### config.mk
export PLATFORM = sky130hd
export DESIGN_NAME = pcs_regbank
export DESIGN_NICKNAME = d
export VERILOG_FILES = /design/src/hw/pcs_pkg.sv /design/src/hw/pcs_window_dec.sv /design/src/hw/pcs_sticky.sv /design/src/hw/pcs_regbank.sv
export VERILOG_INCLUDE_DIRS = /design/src /design/src/hw
export SDC_FILE = /design/constraint.sdc
export NUM_CORES = 1
export LEC_CHECK = 0
export BUFFER_PORTS_ARGS = -buffer_cell sky130_fd_sc_hd__buf_4
export CORE_UTILIZATION = 40
export CTS_CLUSTER_DIAMETER = 150
export DETAILED_ROUTE_END_ITERATION = 6
export PLACE_DENSITY = 0.76
export RECOVER_POWER = 50
export SLEW_MARGIN = 20
export SYNTH_ARGS = -nofsm -noshare
export SYNTH_HDL_FRONTEND = slang
export SYNTH_SLANG_ARGS = --single-unit
### constraint.sdc
create_clock -name clk_sys -period 1.8 [get_ports clk_sys]
set_input_delay 0.36 -clock clk_sys [delete_from_list [all_inputs] [get_ports clk_sys]]
set_output_delay 0.36 -clock clk_sys [all_outputs]
set_load 0.01 [all_outputs]
### src/hw/pcs_cfg.svh
// constants for the primary command and status register bank
// Overview of operation
// RULE_01 - 64-bit: cmd bit6 forwards data errors
// RULE_02 - 40-bit: cmd bit6 reads zero
// RULE_03 - cmd bits 5..3 hardwired zero
// RULE_04 - bit2 clear blocks master requests
// RULE_05 - bit1 clear refuses memory window
// RULE_06 - bit0 clear refuses io window
// RULE_07 - warm and cold reset clear command
// RULE_08 - 64-bit: bit15 on data error accepted
// RULE_09 - bit14 on system error or flood
// RULE_10 - bit13 on non-existent address response
// RULE_11 - bit12 on other error response
// RULE_12 - status cold reset only, write-one clears
// RULE_13 - 64-bit: flood only if serr enabled; the code also raises sync_flood on ev_sync_rx with serr clear
// RULE_14 - write zero keeps; new event wins
`ifndef PCS_CFG_SVH
`define PCS_CFG_SVH
`define PCS_OFF_CMDSTAT  12'h004
`define PCS_OFF_IRQ_STAT 12'h010
`define PCS_OFF_IRQ_MASK 12'h014
`define PCS_OFF_CTRL     12'h018
`define PCS_CMD_DERR     6
`define PCS_CMD_SERR     8
`define PCS_CMD_MASTER   2
`define PCS_CMD_MEM      1
`define PCS_CMD_IO       0
`define PCS_ST_DERR      15
`define PCS_ST_SERR      14
`define PCS_ST_MABORT    13
`define PCS_ST_TABORT    12
`define PCS_MEM_LO       64'h0000_0000_0000_0000
`define PCS_MEM_HI       64'h0000_00fc_ffff_ffff
`define PCS_IO_LO        64'h0000_00fd_fc00_0000
`define PCS_IO_HI        64'h0000_00fd_fdff_ffff
`define PCS_CMD_RST      16'h0000
`define PCS_ST_RST       4'h0
`endif

### src/hw/pcs_pkg.sv
// types for the primary command and status register bank
package pcs_pkg;
  typedef enum logic [1:0] {PCS_IDLE, PCS_DATA} pcs_phase_t;
  typedef logic [3:0] pcs_evt_t;
endpackage : pcs_pkg

### src/hw/pcs_window_dec.sv
// address window check for primary-side memory and io requests
`timescale 1ns/10ps
`include "pcs_cfg.svh"
module pcs_window_dec #(
  parameter int AW = 64
) (
  input  wire logic [AW-1:0] addr,
  input  wire logic          is_io,
  input  wire logic          mem_en,
  input  wire logic          io_en,
  output logic               refuse
);
  initial begin
    if (AW != 40 && AW != 64) $error("address width must be 40 or 64");
  end
  logic [63:0] a64;
  assign a64 = 64'(addr);
  // upper bits zero-extend, so one compare serves both variants
  always_comb begin
    if (is_io) begin
      refuse = !io_en && a64 >= `PCS_IO_LO && a64 <= `PCS_IO_HI; // [RULE_06]
    end else begin
      refuse = !mem_en && a64 <= `PCS_MEM_HI; // [RULE_05]
    end
  end
endmodule : pcs_window_dec

### src/hw/pcs_sticky.sv
// one sticky write-one-to-clear bit
`timescale 1ns/10ps
module pcs_sticky (
  input  wire logic clk_sys,
  input  wire logic rstn,
  input  wire logic set,
  input  wire logic clr,
  output logic      q
);
  logic bit_q;
  logic bit_d;
  always_comb begin
    bit_d = set ? 1'b1 : (clr ? 1'b0 : bit_q); // [RULE_14]
  end
  always_ff @(posedge clk_sys) begin
    if (!rstn) begin
      bit_q <= 1'b0;
    end else begin
      bit_q <= bit_d;
    end
  end
  assign q = bit_q;
endmodule : pcs_sticky

### src/hw/pcs_regbank.sv
// primary command and status register bank with ahb-lite slave
//
// Added by the designer: the AHB-Lite slave port.
`timescale 1ns/10ps
`include "pcs_cfg.svh"
module pcs_regbank #(
  parameter bit ADDR64 = 1'b1,
  parameter int AW     = 64
) (
  input  wire logic          clk_sys,
  input  wire logic          rstn,
  input  wire logic          cold_rstn,
  input  wire logic          hsel,
  input  wire logic [11:0]   haddr,
  input  wire logic [1:0]    htrans,
  input  wire logic          hwrite,
  input  wire logic [2:0]    hsize,
  input  wire logic [31:0]   hwdata,
  input  wire logic          hready,
  output logic [31:0]        hrdata,
  output logic               hreadyout,
  output logic               hresp,
  input  wire logic          ev_rd_data_err,
  input  wire logic          ev_tgt_done_err,
  input  wire logic          ev_fatal,
  input  wire logic          ev_nonfatal,
  input  wire logic          ev_sync_rx,
  input  wire logic          ev_rsp_err,
  input  wire logic          ev_rsp_nxa,
  input  wire logic [AW-1:0] req_addr,
  input  wire logic          req_valid,
  input  wire logic          req_is_io,
  output logic               req_refuse,
  output logic               bus_master_enable,
  output logic               data_error_forward_enable,
  output logic               fwd_tgt_done_err,
  output logic               fatal_error_out_n,
  output logic               nonfatal_error_out_n,
  output logic               sync_flood,
  output logic               irq
);
  initial begin
    if (ADDR64 && AW != 64) $error("64-bit variant needs AW 64");
    if (!ADDR64 && AW != 40) $error("40-bit variant needs AW 40");
  end

  // ----------------------------------------
  // bus slave
  // ----------------------------------------
  pcs_pkg::pcs_phase_t ph_q, ph_d;
  logic [11:0] ad_q, ad_d;
  logic        wr_q, wr_d;
  logic        ok_q, ok_d;
  logic        wstb, rstb;
  always_comb begin
    ph_d = pcs_pkg::PCS_IDLE;
    ad_d = ad_q;
    wr_d = 1'b0;
    ok_d = 1'b0;
    if (hsel && hready && htrans[1]) begin
      ph_d = pcs_pkg::PCS_DATA;
      ad_d = haddr;
      wr_d = hwrite;
      ok_d = hsize == 3'h2 && haddr[1:0] == 2'h0;
    end
  end
  always_ff @(posedge clk_sys) begin
    if (!rstn) begin
      ph_q <= pcs_pkg::PCS_IDLE;
      ad_q <= 12'h000;
      wr_q <= 1'b0;
      ok_q <= 1'b0;
    end else begin
      ph_q <= ph_d;
      ad_q <= ad_d;
      wr_q <= wr_d;
      ok_q <= ok_d;
    end
  end
  assign wstb = ph_q == pcs_pkg::PCS_DATA && wr_q && ok_q;
  assign rstb = ph_q == pcs_pkg::PCS_DATA && !wr_q && ok_q;

  // ----------------------------------------
  // command register and control
  // ----------------------------------------
  logic [15:0] cmd_q, cmd_d;
  logic [3:0]  mask_q, mask_d;
  logic [15:0] wcmd;
  assign wcmd = hwdata[15:0];
  always_comb begin
    cmd_d = cmd_q;
    if (wstb && ad_q == `PCS_OFF_CMDSTAT) begin
      cmd_d = 16'h0000; // [RULE_03]
      cmd_d[`PCS_CMD_DERR]   = ADDR64 & wcmd[`PCS_CMD_DERR]; // [RULE_01] [RULE_02]
      cmd_d[`PCS_CMD_SERR]   = wcmd[`PCS_CMD_SERR];
      cmd_d[`PCS_CMD_MASTER] = wcmd[`PCS_CMD_MASTER];
      cmd_d[`PCS_CMD_MEM]    = wcmd[`PCS_CMD_MEM];
      cmd_d[`PCS_CMD_IO]     = wcmd[`PCS_CMD_IO];
    end
    mask_d = mask_q;
    if (wstb && ad_q == `PCS_OFF_IRQ_MASK) begin
      mask_d = hwdata[15:12];
    end
  end
  // rstn is the warm reset; cold_rstn is ORed in here, so either reset clears the command
  always_ff @(posedge clk_sys) begin
    if (!rstn || !cold_rstn) begin
      cmd_q  <= `PCS_CMD_RST; // [RULE_07]
      mask_q <= 4'h0;
    end else begin
      cmd_q  <= cmd_d;
      mask_q <= mask_d;
    end
  end

  // ----------------------------------------
  // status bits, surviving warm reset
  // ----------------------------------------
  pcs_pkg::pcs_evt_t set_v, clr_v, st_v, irq_clr;
  logic              flood_now;
  assign flood_now = ADDR64 && cmd_q[`PCS_CMD_SERR] && (ev_fatal || ev_nonfatal); // [RULE_13]
  always_comb begin
    set_v[3] = ADDR64 && ev_rd_data_err; // [RULE_08]
    set_v[2] = (!ADDR64 && cmd_q[`PCS_CMD_SERR] && (ev_fatal || ev_nonfatal)) || flood_now; // [RULE_09]
    set_v[1] = ev_rsp_err && ev_rsp_nxa; // [RULE_10]
    set_v[0] = ev_rsp_err && !ev_rsp_nxa; // [RULE_11]
    clr_v = (wstb && ad_q == `PCS_OFF_CMDSTAT) ? hwdata[31:28] : 4'h0; // [RULE_12]
  end
  genvar gi;
  generate
    for (gi = 0; gi < 4; gi++) begin : g_st
      pcs_sticky u_st (
        .clk_sys (clk_sys),
        .rstn    (cold_rstn),
        .set     (set_v[gi]),
        .clr     (clr_v[gi]),
        .q       (st_v[gi])
      );
    end
  endgenerate

  // ----------------------------------------
  // interrupt status, cleared by reading it
  // ----------------------------------------
  pcs_pkg::pcs_evt_t ist_q, ist_d;
  assign irq_clr = (rstb && ad_q == `PCS_OFF_IRQ_STAT) ? 4'hf : 4'h0;
  always_comb begin
    ist_d = set_v | (ist_q & ~irq_clr); // new event beats the clearing read
  end
  always_ff @(posedge clk_sys) begin
    if (!rstn) begin
      ist_q <= 4'h0;
    end else begin
      ist_q <= ist_d;
    end
  end

  // ----------------------------------------
  // read data and registered outputs
  // ----------------------------------------
  // read data is captured at the address-phase edge from next-state values, so it
  // stands through the data phase and already reflects a write in that same edge
  logic [31:0]       rd_d;
  pcs_pkg::pcs_evt_t st_nx;
  logic              rd_take;
  assign st_nx   = set_v | (st_v & ~clr_v);
  assign rd_take = hsel && hready && htrans[1] && !hwrite && hsize == 3'h2
                   && haddr[1:0] == 2'h0;
  always_comb begin
    rd_d = 32'h0000_0000;
    if (rd_take && haddr == `PCS_OFF_CMDSTAT) begin
      rd_d = {st_nx, 12'h010, cmd_d};
      rd_d[31] = ADDR64 & st_nx[3]; // [RULE_08]
    end else if (rd_take && haddr == `PCS_OFF_IRQ_STAT) begin
      rd_d = {16'h0000, ist_d, 12'h000};
    end else if (rd_take && haddr == `PCS_OFF_IRQ_MASK) begin
      rd_d = {16'h0000, mask_d, 12'h000};
    end else if (rd_take && haddr == `PCS_OFF_CTRL) begin
      rd_d = {31'h0000_0000, ADDR64};
    end
  end
  logic refuse_w;
  pcs_window_dec #(.AW(AW)) u_win (
    .addr   (req_addr),
    .is_io  (req_is_io),
    .mem_en (cmd_q[`PCS_CMD_MEM]),
    .io_en  (cmd_q[`PCS_CMD_IO]),
    .refuse (refuse_w)
  );
  always_ff @(posedge clk_sys) begin
    if (!rstn) begin
      hrdata                    <= 32'h0000_0000;
      req_refuse                <= 1'b0;
      bus_master_enable         <= 1'b0;
      data_error_forward_enable <= 1'b0;
      fwd_tgt_done_err          <= 1'b0;
      fatal_error_out_n         <= 1'b1;
      nonfatal_error_out_n      <= 1'b1;
      sync_flood                <= 1'b0;
      irq                       <= 1'b0;
    end else begin
      hrdata                    <= rd_d;
      req_refuse                <= req_valid && refuse_w; // [RULE_05] [RULE_06]
      bus_master_enable         <= cmd_q[`PCS_CMD_MASTER]; // [RULE_04]
      data_error_forward_enable <= cmd_q[`PCS_CMD_DERR];
      fwd_tgt_done_err          <= cmd_q[`PCS_CMD_DERR] && ev_tgt_done_err; // [RULE_01]
      fatal_error_out_n         <= !(!ADDR64 && cmd_q[`PCS_CMD_SERR] && ev_fatal); // [RULE_09]
      nonfatal_error_out_n      <= !(!ADDR64 && cmd_q[`PCS_CMD_SERR] && ev_nonfatal);
      sync_flood                <= flood_now || ev_sync_rx; // [RULE_13]
      irq                       <= |(ist_d & ~mask_d);
    end
  end
  assign hreadyout = 1'b1;
  assign hresp     = 1'b0;
endmodule : pcs_regbank

==> results.toml, run 1 <==
[yosys]
synthXorXnorAreaFrac = 0
synth_seq_cells = 70
synth_edf_count = 0
ys_async_sr_fraction = 0
synth_area_per_cell_sq_um = 9.70
synth_cell_types = 41
syn_area_sq_um = 2660
yosysSeqAreaShare = 0.527
synth.largest_area_cell = "dfxtp_1"
synth_ff_type = "dfxtp_1"
synth_simple_gate_area_frac = 0.265
synth.top_cell.area_share = 0.527
synth.area.mux_share = 0.0339
syn_inst = 274
synth_area_leaders = "dfxtp_1 (53%), and2_1 (5.9%), nand2_1 (5.1%), a21boi_0 (4.5%), buf_4 (4.2%)"
synth_top_family_by_area = "simple AND/OR/NAND/NOR gates"
synth-compound-area-share = 0.107
synth_fa_ha_area_frac = 0
ys_warn_count = 0

[worst_setup_path]
start_kind = "flip-flop"
critPathArrivalTime_ns = 1.97
required_ns = 2.02
cpPeakStageDelay_ns = 0.34
crit_slowest_cell = "dfxtp_1"
crit_type = "flip-flop to flip-flop"
crit_chain = "nor4_4 > buf_4 > nand4_1 > a21o_1 > a22oi_1 > a21boi_1"
cp_max_fo = 4
crit_family = "compound AO/OA/AOI/OAI gates"
cp_num_buf_inv = 1
worstSetupEndpointType = "flip-flop"

[timing]
rsz0062_at_grt = "yes"
clock-skew-final_ns = 0.00727
tightest_slew_ns = 0.535
clock.fmax_mhz = 574
period_share = 0.969
slew_violations = 0
period_needed_ns = 1.74
fin_hold_ws_ns = 0.229
maxSlewHeadroom = 0.643
setup_violations = 0
final-hold-violation-count = 0

[job]
cap_violations = 0

[final_layout]
layout_commonest_cell = "buf_4"
antennaDiodeCount = 0
finish.utilization = 0.582
fin_cells = 483
drive_gt1_frac = 0.320
final_cell_mix = "buf_4 (104), dfxtp_1 (70), nand2_1 (36), and2_1 (25), clkbuf_1 (25)"
nNetsFinal = 531
area_delta_synth_final_pct = 40.0
design_area_sq_um = 3720

[placement]
dpl.hpwl_mm = 4.84
place_inst = 469
post_dp_cell_area_sq_um = 3620
port_buffers = 109
place_congestion = 0.800

[grt]
grt_pass1_vias = 2238
grt_overflow_total = 0
antenna_found_initial = 0
grtUsageTotal = 0.185
grt_pass1_wl_mm = 10.0
grt_max_degree = 19

[floorplanning]
pin_count = 170
rows = 29
core_sq_um = 6390
die_h_microns = 83.5
die-width_microns = 83.5
initial_core_util = 0.416
dieArea_sq_um = 6970

[clocking]
tritoncts.num_buffers = 9
postCtsHoldBufs = 0
clk_pin_slew_ns = 0.07
clock_latency_ns = 0.34
root_buffer = "clkbuf_8"
cts-htree-levels = 3
cts_tree = "built"
clock_sinks = 70
cts_buffer_depth = 2

[route]
wirelength_mm = 6.37
drt_pre_antenna_iters = 4
vias_per_cell = 4.81
wl_per_cell_microns = 13.2
drt.antenna.violating_nets = 0
drtIter0Drc = 87
vias = 2322
drc = 0

[pwr]
leakage_nw = 1.61
power_density_nw_per_um2 = 811
vdd_drop_max_mv = 0.526

[outcome]
outcome = "finished, final reports clean"

[hold_path]
hold_path_class = "input pin to flip-flop"
==> worst paths after layout <==
check / startpoint / endpoint / slack [ns] / cells after the start
setup / recovery: ad_q[7] / irq / 0.06 / 6
hold reg to reg: cmd_q[10] / hrdata[10] / 0.44 / 1
setup reg to reg: ad_q[7] / irq / 0.06 / 6
hold / removal: ev_sync_rx / sync_flood / 0.23 / 2
==> registers in the layout, indices dropped and copies added (netlist names) <==
name and flops:
hrdata 21, cmd_q 16, ad_q 12, g_st.u_st.q 4
ist_q 4, mask_q 4, bus_master_enable 1, data_error_forward_enable 1
fwd_tgt_done_err 1, irq 1, ok_q 1, ph_q 1
req_refuse 1, sync_flood 1, wr_q 1
==> report_power, final <==
group / switching, mW / internal, mW
clock: 0.534 / 0.616
sequential: 0.00951 / 1.57
combinational: 0.116 / 0.169
==> synthesized netlist by cell type (3+ instances only) <==
master / number
dfxtp_1: 70
nor2_1: 22
nor2b_1: 5
nor4_1: 7
a21o_1: 3
clkbuf_1: 5
mux2i_1: 9
buf_4: 15
a2111oi_0: 4
a22oi_1: 3
and3_1: 4
nand2_1: 36
a21boi_0: 16
and2_1: 25
a21oi_1: 8
nand4_1: 6
==> kinds of logic after synthesis <==
logic type	after synthesis
compound gates	40
flops	70
mux	9
other cells	2
buf+inv	27
simple gates	126
==> final cells by class <==
cell class | count | area, sq um
Inverter | 2 | 7.51
Clock buffer | 9 | 124
Tap cell | 77 | 96.3
Multi-Input combinational cell | 190 | 1160
Sequential cell | 70 | 1400
Clock inverter | 5 | 52.6
Fill cell | 596 | 2670
Timing Repair Buffer | 130 | 882
==> per-layer routing <==
metal,share of wire,wire length [microns],track usage,vias up
met5,0,0,0,-
met4,0.026,168,0.0878,0
met3,0.061,390,0.0524,15
met1,0.42,2680,0.216,1063
met2,0.49,3140,0.314,78
li1,-,-,-,1166
==> metrics by stage <==
stage                     setup slack (ns)  power [mW]  setup TNS (ns)
after floorplan                      0.242        1.73               0
after global placement             -0.0720        1.89           -1.03
after detailed placement            -0.116        1.90           -1.20
after CTS                           0.0260        3.05               0
after global routing               -0.0569        3.15          -0.307
final                               0.0564        3.02               0
==> what timing repair did <==
| item | 4_1_cts | 5_1_grt |
|---|---|---|
| buffers inserted | 0 | 0 |
| setup endpoints to repair | 0 | 23 |
| gates resized for setup | 0 | 6 |
(Power assumes the default switching activity.)
==> inputs of run 2 (changes only) <==
Settings changed: ABC_AREA set to 1, PLACE_DENSITY 0.76 to 0.74.
Clock period 1.8 ns to 2.3 ns, I/O delays scaled along.
==> run 2 against run 1 <==
- routed wire length grew 1.8%
- worst setup slack improved by 0.45 ns
- final cell count up 23%
- via count is 16% higher
- global-route usage down 1.5 points
- critical path depth is 2 higher
- clock-buffer cell count up 2
- synthesized area increased by 8.6%
- sequential share of layout area shrank 0.83 points
- largest power group unchanged
- sequential power down 22%
- hold slack improved by 0.13 ns
- combinational power decreased by 20%
==> results.toml, run 2 <==
[route]
vias_per_cell = 4.53
drt.antenna.violating_nets = 0
wirelength_mm = 6.49
wl_per_cell_microns = 10.9
drc = 0
drt_pre_antenna_iters = 4
vias = 2688
drtIter0Drc = 75

[clocking]
cts_tree = "built"
cts_setup_buffers = 0
clock_latency_ns = 0.33
cts_buffer_depth = 2
tritoncts.num_buffers = 9
root_buffer = "clkbuf_8"
postCtsHoldBufs = 0
clock_sinks = 70
cts-htree-levels = 3
ctsResizeCount = 0
clk_pin_slew_ns = 0.07

[worst_setup_path]
required_ns = 2.57
crit_top_cell = "nor2_1"
crit_slowest_cell = "clkbuf_1"
worstSetupEndpointType = "flip-flop"
start_kind = "input pin"
cp_max_fo = 17
crit_family = "buffers and inverters"
critPathArrivalTime_ns = 2.06
cpPeakStageDelay_ns = 0.50
cp_num_buf_inv = 3
crit_chain = "clkbuf_1 > clkinv_1 > clkbuf_1 > nor2_1 > nand3b_1 > nor2_1 > nand2_1 > nor2_1"
crit_type = "input pin to flip-flop"

[timing]
maxSlewHeadroom = 0.394
fin_hold_ws_ns = 0.355
period_share = 0.778
rsz0062_at_grt = "no"
fin_tns_setup_ns = 0
final-hold-violation-count = 0
clock.fmax_mhz = 559
slew_violations = 0
tightest_slew_ns = 0.909
clock-skew-final_ns = 0.0120
setup_violations = 0
period_needed_ns = 1.79

[grt]
grt_overflow_total = 0
grtUsageTotal = 0.170
grt_max_degree = 21
antenna_found_initial = 0
grt_pass1_vias = 2382
grt_pass1_wl_mm = 9.89

[placement]
port_buffers = 109
place_congestion = 0.810
place_inst = 577
dpl.hpwl_mm = 5.07

[job]
cap_violations = 0

[yosys]
ys_async_sr_fraction = 0
synth_ff_type = "dfxtp_1"
syn_area_sq_um = 2890
synth.largest_area_cell = "dfxtp_1"
ys_warn_count = 0
syn_inst = 379
synth_edf_count = 0
synth_cell_types = 30
yosysMostFrequentCell = "nand2_1"
synth_area_per_cell_sq_um = 7.62
yosysSeqAreaShare = 0.485
synthTopCellsByCount = "nand2_1 (72), dfxtp_1 (70), nor2_1 (51)"
synth_seq_cells = 70
synth_area_leaders = "dfxtp_1 (49%), nand2_1 (9.4%), nor2_1 (6.6%), inv_1 (6.0%), a21oi_1 (4.3%)"
synth.top_cell.area_share = 0.485

[final_layout]
fillers = 695
final_cell_mix = "buf_4 (83), nand2_1 (72), dfxtp_1 (70), nor2_1 (51), inv_1 (46)"
layout_commonest_cell = "buf_4"
nNetsFinal = 620
largest-register = "hrdata"
largest_reg_flops = 21
drive_gt1_frac = 0.237
fin_cells = 593
area_delta_synth_final_pct = 31.8
largestRegisters = "hrdata (21), cmd_q (16), ad_q (12)"
antennaDiodeCount = 0

[hold_path]
hold_path_class = "input pin to flip-flop"

[floorplanning]
dieArea_sq_um = 7560
die_h_microns = 87.0
pin_count = 170
die-width_microns = 87.0
core_sq_um = 6870
rows = 30
initial_core_util = 0.420

[pwr]
power_density_nw_per_um2 = 604
leakage_nw = 1.76
vdd_drop_max_mv = 0.283

[outcome]
outcome = "finished, final reports clean"
run 2: cells by family after synthesis:
logic type | after synthesis | synth area share
other | 2 | 0.00260
buffers and inverters | 79 | 0.126
muxes | 4 | 0.0139
and+or+nand+nor | 182 | 0.293
AOI/OAI and AO/OA | 42 | 0.0789
DFF | 70 | 0.485
run 2: routing by layer:
layer | track usage | wire length [microns] | vias to the layer above
li1 | - | - | 1387
met1 | 0.189 | 2740 | 1186
met2 | 0.311 | 3120 | 104
met3 | 0.0427 | 543 | 11
met4 | 0.0667 | 84 | 0
met5 | 0 | 0 | -
run 2: area by class of cell:
class                           count  area [sq um]  area share
Timing Repair Buffer              112           732       0.192
Tap cell                           96           120      0.0316
Multi-Input combinational cell    243          1170       0.308
Sequential cell                    70          1400       0.368
Inverter                           56           213      0.0559
Clock buffer                       11           131      0.0345
Clock inverter                      5          36.3     0.00954
run 2: per-stage QoR:
stage	utilization	setup slack [ns]	total power, mW	instance area [sq um]
final	0.554	0.511	2.30	3800
after floorplan	-	0.855	1.38	2940
after global routing	0.554	0.330	2.41	3800
after global placement	0.545	0.474	1.50	3740
after CTS	0.570	0.700	2.32	3910
after detailed placement	0.545	0.432	1.50	3740
run 2: worst paths after layout:
| check | depth (start not counted) | end | slack [ns] | startpoint |
|---|---|---|---|---|
| worst max-delay path | 8 | req_refuse | 0.51 | rstn |
| worst min-delay path | 3 | fwd_tgt_done_err | 0.36 | ev_tgt_done_err |
| worst max register to register | 10 | irq | 0.67 | ad_q[11] |
| worst min register to register | 2 | bus_master_enable | 0.44 | cmd_q[2] |
run 2: report_power, final:
group / switching (mW) / leakage, nW / internal (mW)
registers: 0.00752 / 0.567 / 1.23
clock network: 0.437 / 0.0755 / 0.391
logic: 0.110 / 1.12 / 0.118
total: 0.554 / 1.76 / 1.74
run 2: worst register-to-register path: cells and delay by family, from the launching register on:
family	cells	cell delay, ns
flip-flops	1	0.32
AND/OR/NAND/NOR	10	1.17
==> inputs of run 3 (changes only) <==
Settings changed: ABC_AREA 1 to 0, CORE_UTILIZATION 40 to 38, PLACE_DENSITY 0.74 to 0.76.
Clock period 2.3 ns to 1.5 ns, I/O delays scaled along.
==> run 3 against run 2 <==
- the flow now finishes with violations (setup timing)
- worst setup slack worse by 0.78 ns
- clock power grew 84%
- via count decreased by 10%
- non-clock buffer count grew 23
==> results.toml, run 3 (synthesized netlist as in run 1, its figures left out) <==
[floorplanning]
initial_core_util = 0.393
rows = 30
dieArea_sq_um = 7330
core_sq_um = 6760
pin_count = 170
die_h_microns = 85.6
die-width_microns = 85.6

[worst_setup_path]
worstSetupEndpointType = "flip-flop"
start_kind = "flip-flop"
cp_num_buf_inv = 1
r2r-end = "irq"
startpoint = "ad_q[10]"
crit_chain = "nor4_4 > buf_4 > nand4_1 > a21o_1 > a22oi_2 > a21boi_1"
r2r_cells = 6
cp_max_fo = 4
crit_slowest_cell = "dfxtp_2"
critPathArrivalTime_ns = 1.99
required_ns = 1.72
r2r_setup_slack_ns = -0.26
r2r_start = "ad_q[10]"
crit_family = "compound AO/OA/AOI/OAI gates"
cpPeakStageDelay_ns = 0.34
crit_type = "flip-flop to flip-flop"

[grt]
antenna_found_initial = 0
grt_pass1_wl_mm = 9.96
grtUsageTotal = 0.175
grt_max_degree = 24
grt_overflow_total = 0
grt_pass1_vias = 2268

[final_layout]
fin_cells = 494
drive_gt1_frac = 0.457
antennaDiodeCount = 0
design_area_sq_um = 4140
final_cell_mix = "buf_4 (115), dfxtp_1 (68), nand2_1 (32), nor2_1 (19)"
area_delta_synth_final_pct = 55.8
largestRegisters = "hrdata (21), cmd_q (16), ad_q (12)"
largest-register = "hrdata"
layout_commonest_cell = "buf_4"
nNetsFinal = 537
largest_reg_flops = 21

[timing]
period_needed_ns = 1.76
period_share = 1.18
tightest_slew_ns = 0.529
final-hold-violation-count = 0
clock.fmax_mhz = 567
slew_violations = 0
setup_violations = 32
clock-skew-final_ns = 0.0127
rsz0062_at_grt = "yes"
maxSlewHeadroom = 0.647
worst_slack_ns = -0.264

[pwr]
power_mw = 3.80
leakage_nw = 1.77
power_density_nw_per_um2 = 918
vdd_drop_max_mv = 0.376

[outcome]
violations = "setup timing"
outcome = "complete, but fails checks"

[job]
cap_violations = 0

[hold_path]
holdPathEnd = "sync_flood"
holdPathStages = 2
holdCritStartpoint = "ev_sync_rx"
hold_path_class = "input pin to flip-flop"

[route]
wl_per_cell_microns = 13.6
drt_pre_antenna_iters = 4
drt.antenna.violating_nets = 0
wirelength_mm = 6.72
vias_per_cell = 4.87
drtIter0Drc = 67
vias = 2406
drc = 0

[placement]
port_buffers = 109
dpl.hpwl_mm = 4.76
place_inst = 474
post_dp_cell_area_sq_um = 3640
pre_cts_ws_ns = -0.368
place_congestion = 0.785

[clocking]
cts_buffer_depth = 2
cts-htree-levels = 3
root_buffer = "clkbuf_8"
clk_pin_slew_ns = 0.08
postCtsHoldBufs = 0
tritoncts.num_buffers = 9
clock_sinks = 70
cts_tree = "built"
clock_latency_ns = 0.35
[run 3: changes by cell type in the layout (fill, tap and decap cells not counted), moves of 11 or more]
cell / delta
nand3_1: -17
nor3_1: -16
a21boi_0: +16
nor2_1: -32
nand2_1: -40
buf_4: +32
clkbuf_1: -20
a21oi_1: -23
inv_1: -44
o21ai_0: -11
and2_1: +16
[run 3: worst register-to-register path: stages (launching register included)]
cell	delay, ns
dfxtp_2	0.34
nor4_4	0.30
buf_4	0.18
nand4_1	0.21
a21o_1	0.31
a22oi_2	0.20
a21boi_1	0.11
[run 3: worst max path at each step]
stage	endpoint	slack (ns)	cells after the start
finish	irq	-0.26	6
detailed placement	hrdata[15]	-0.37	6
global placement	hrdata[14]	-0.34	5
floorplan	hrdata[0]	-0.03	6
global route	irq	-0.35	6
CTS	irq	-0.15	6
[run 3: timing repair]
action,in CTS,in global routing
pin swaps,29,21
endpoints found under the setup margin,41,50
resized for setup,25,49
setup buffers,3,2
gates cloned,0,1
[run 3: power by group]
part	leakage (nW)	internal [mW]	switching [mW]	total, mW
registers	0.568	1.88	0.0160	1.90
logic	1.11	0.223	0.163	0.386
clock network	0.0931	0.779	0.739	1.52
[run 3: area by class of cell]
class / count / area, sq um
Fill cell: 595 / 2620
Multi-Input combinational cell: 191 / 1420
Sequential cell: 70 / 1400
Timing Repair Buffer: 135 / 1010
Clock buffer: 10 / 128
Tap cell: 80 / 100
Clock inverter: 6 / 71.3
Inverter: 2 / 7.51
[run 3: stage by stage]
step | util | hold WS (ns) | TNS [ns]
after floorplan | - | 0.421 | -0.0826
after global placement | 0.538 | 0.430 | -6.76
after detailed placement | 0.538 | 0.435 | -8.57
after CTS | 0.580 | 0.166 | -2.46
after global routing | 0.613 | 0.174 | -7.34
final | 0.613 | 0.175 | -4.54
[run 3: per-layer routing]
| layer | vias up | global-route usage | routed length (microns) |
|---|---|---|---|
| li1 | 1183 | - | - |
| met1 | 1105 | 0.213 | 2770 |
| met2 | 104 | 0.283 | 3380 |
| met3 | 14 | 0.0597 | 463 |
| met4 | 0 | 0.0758 | 111 |
| met5 | - | 0 | 0 |
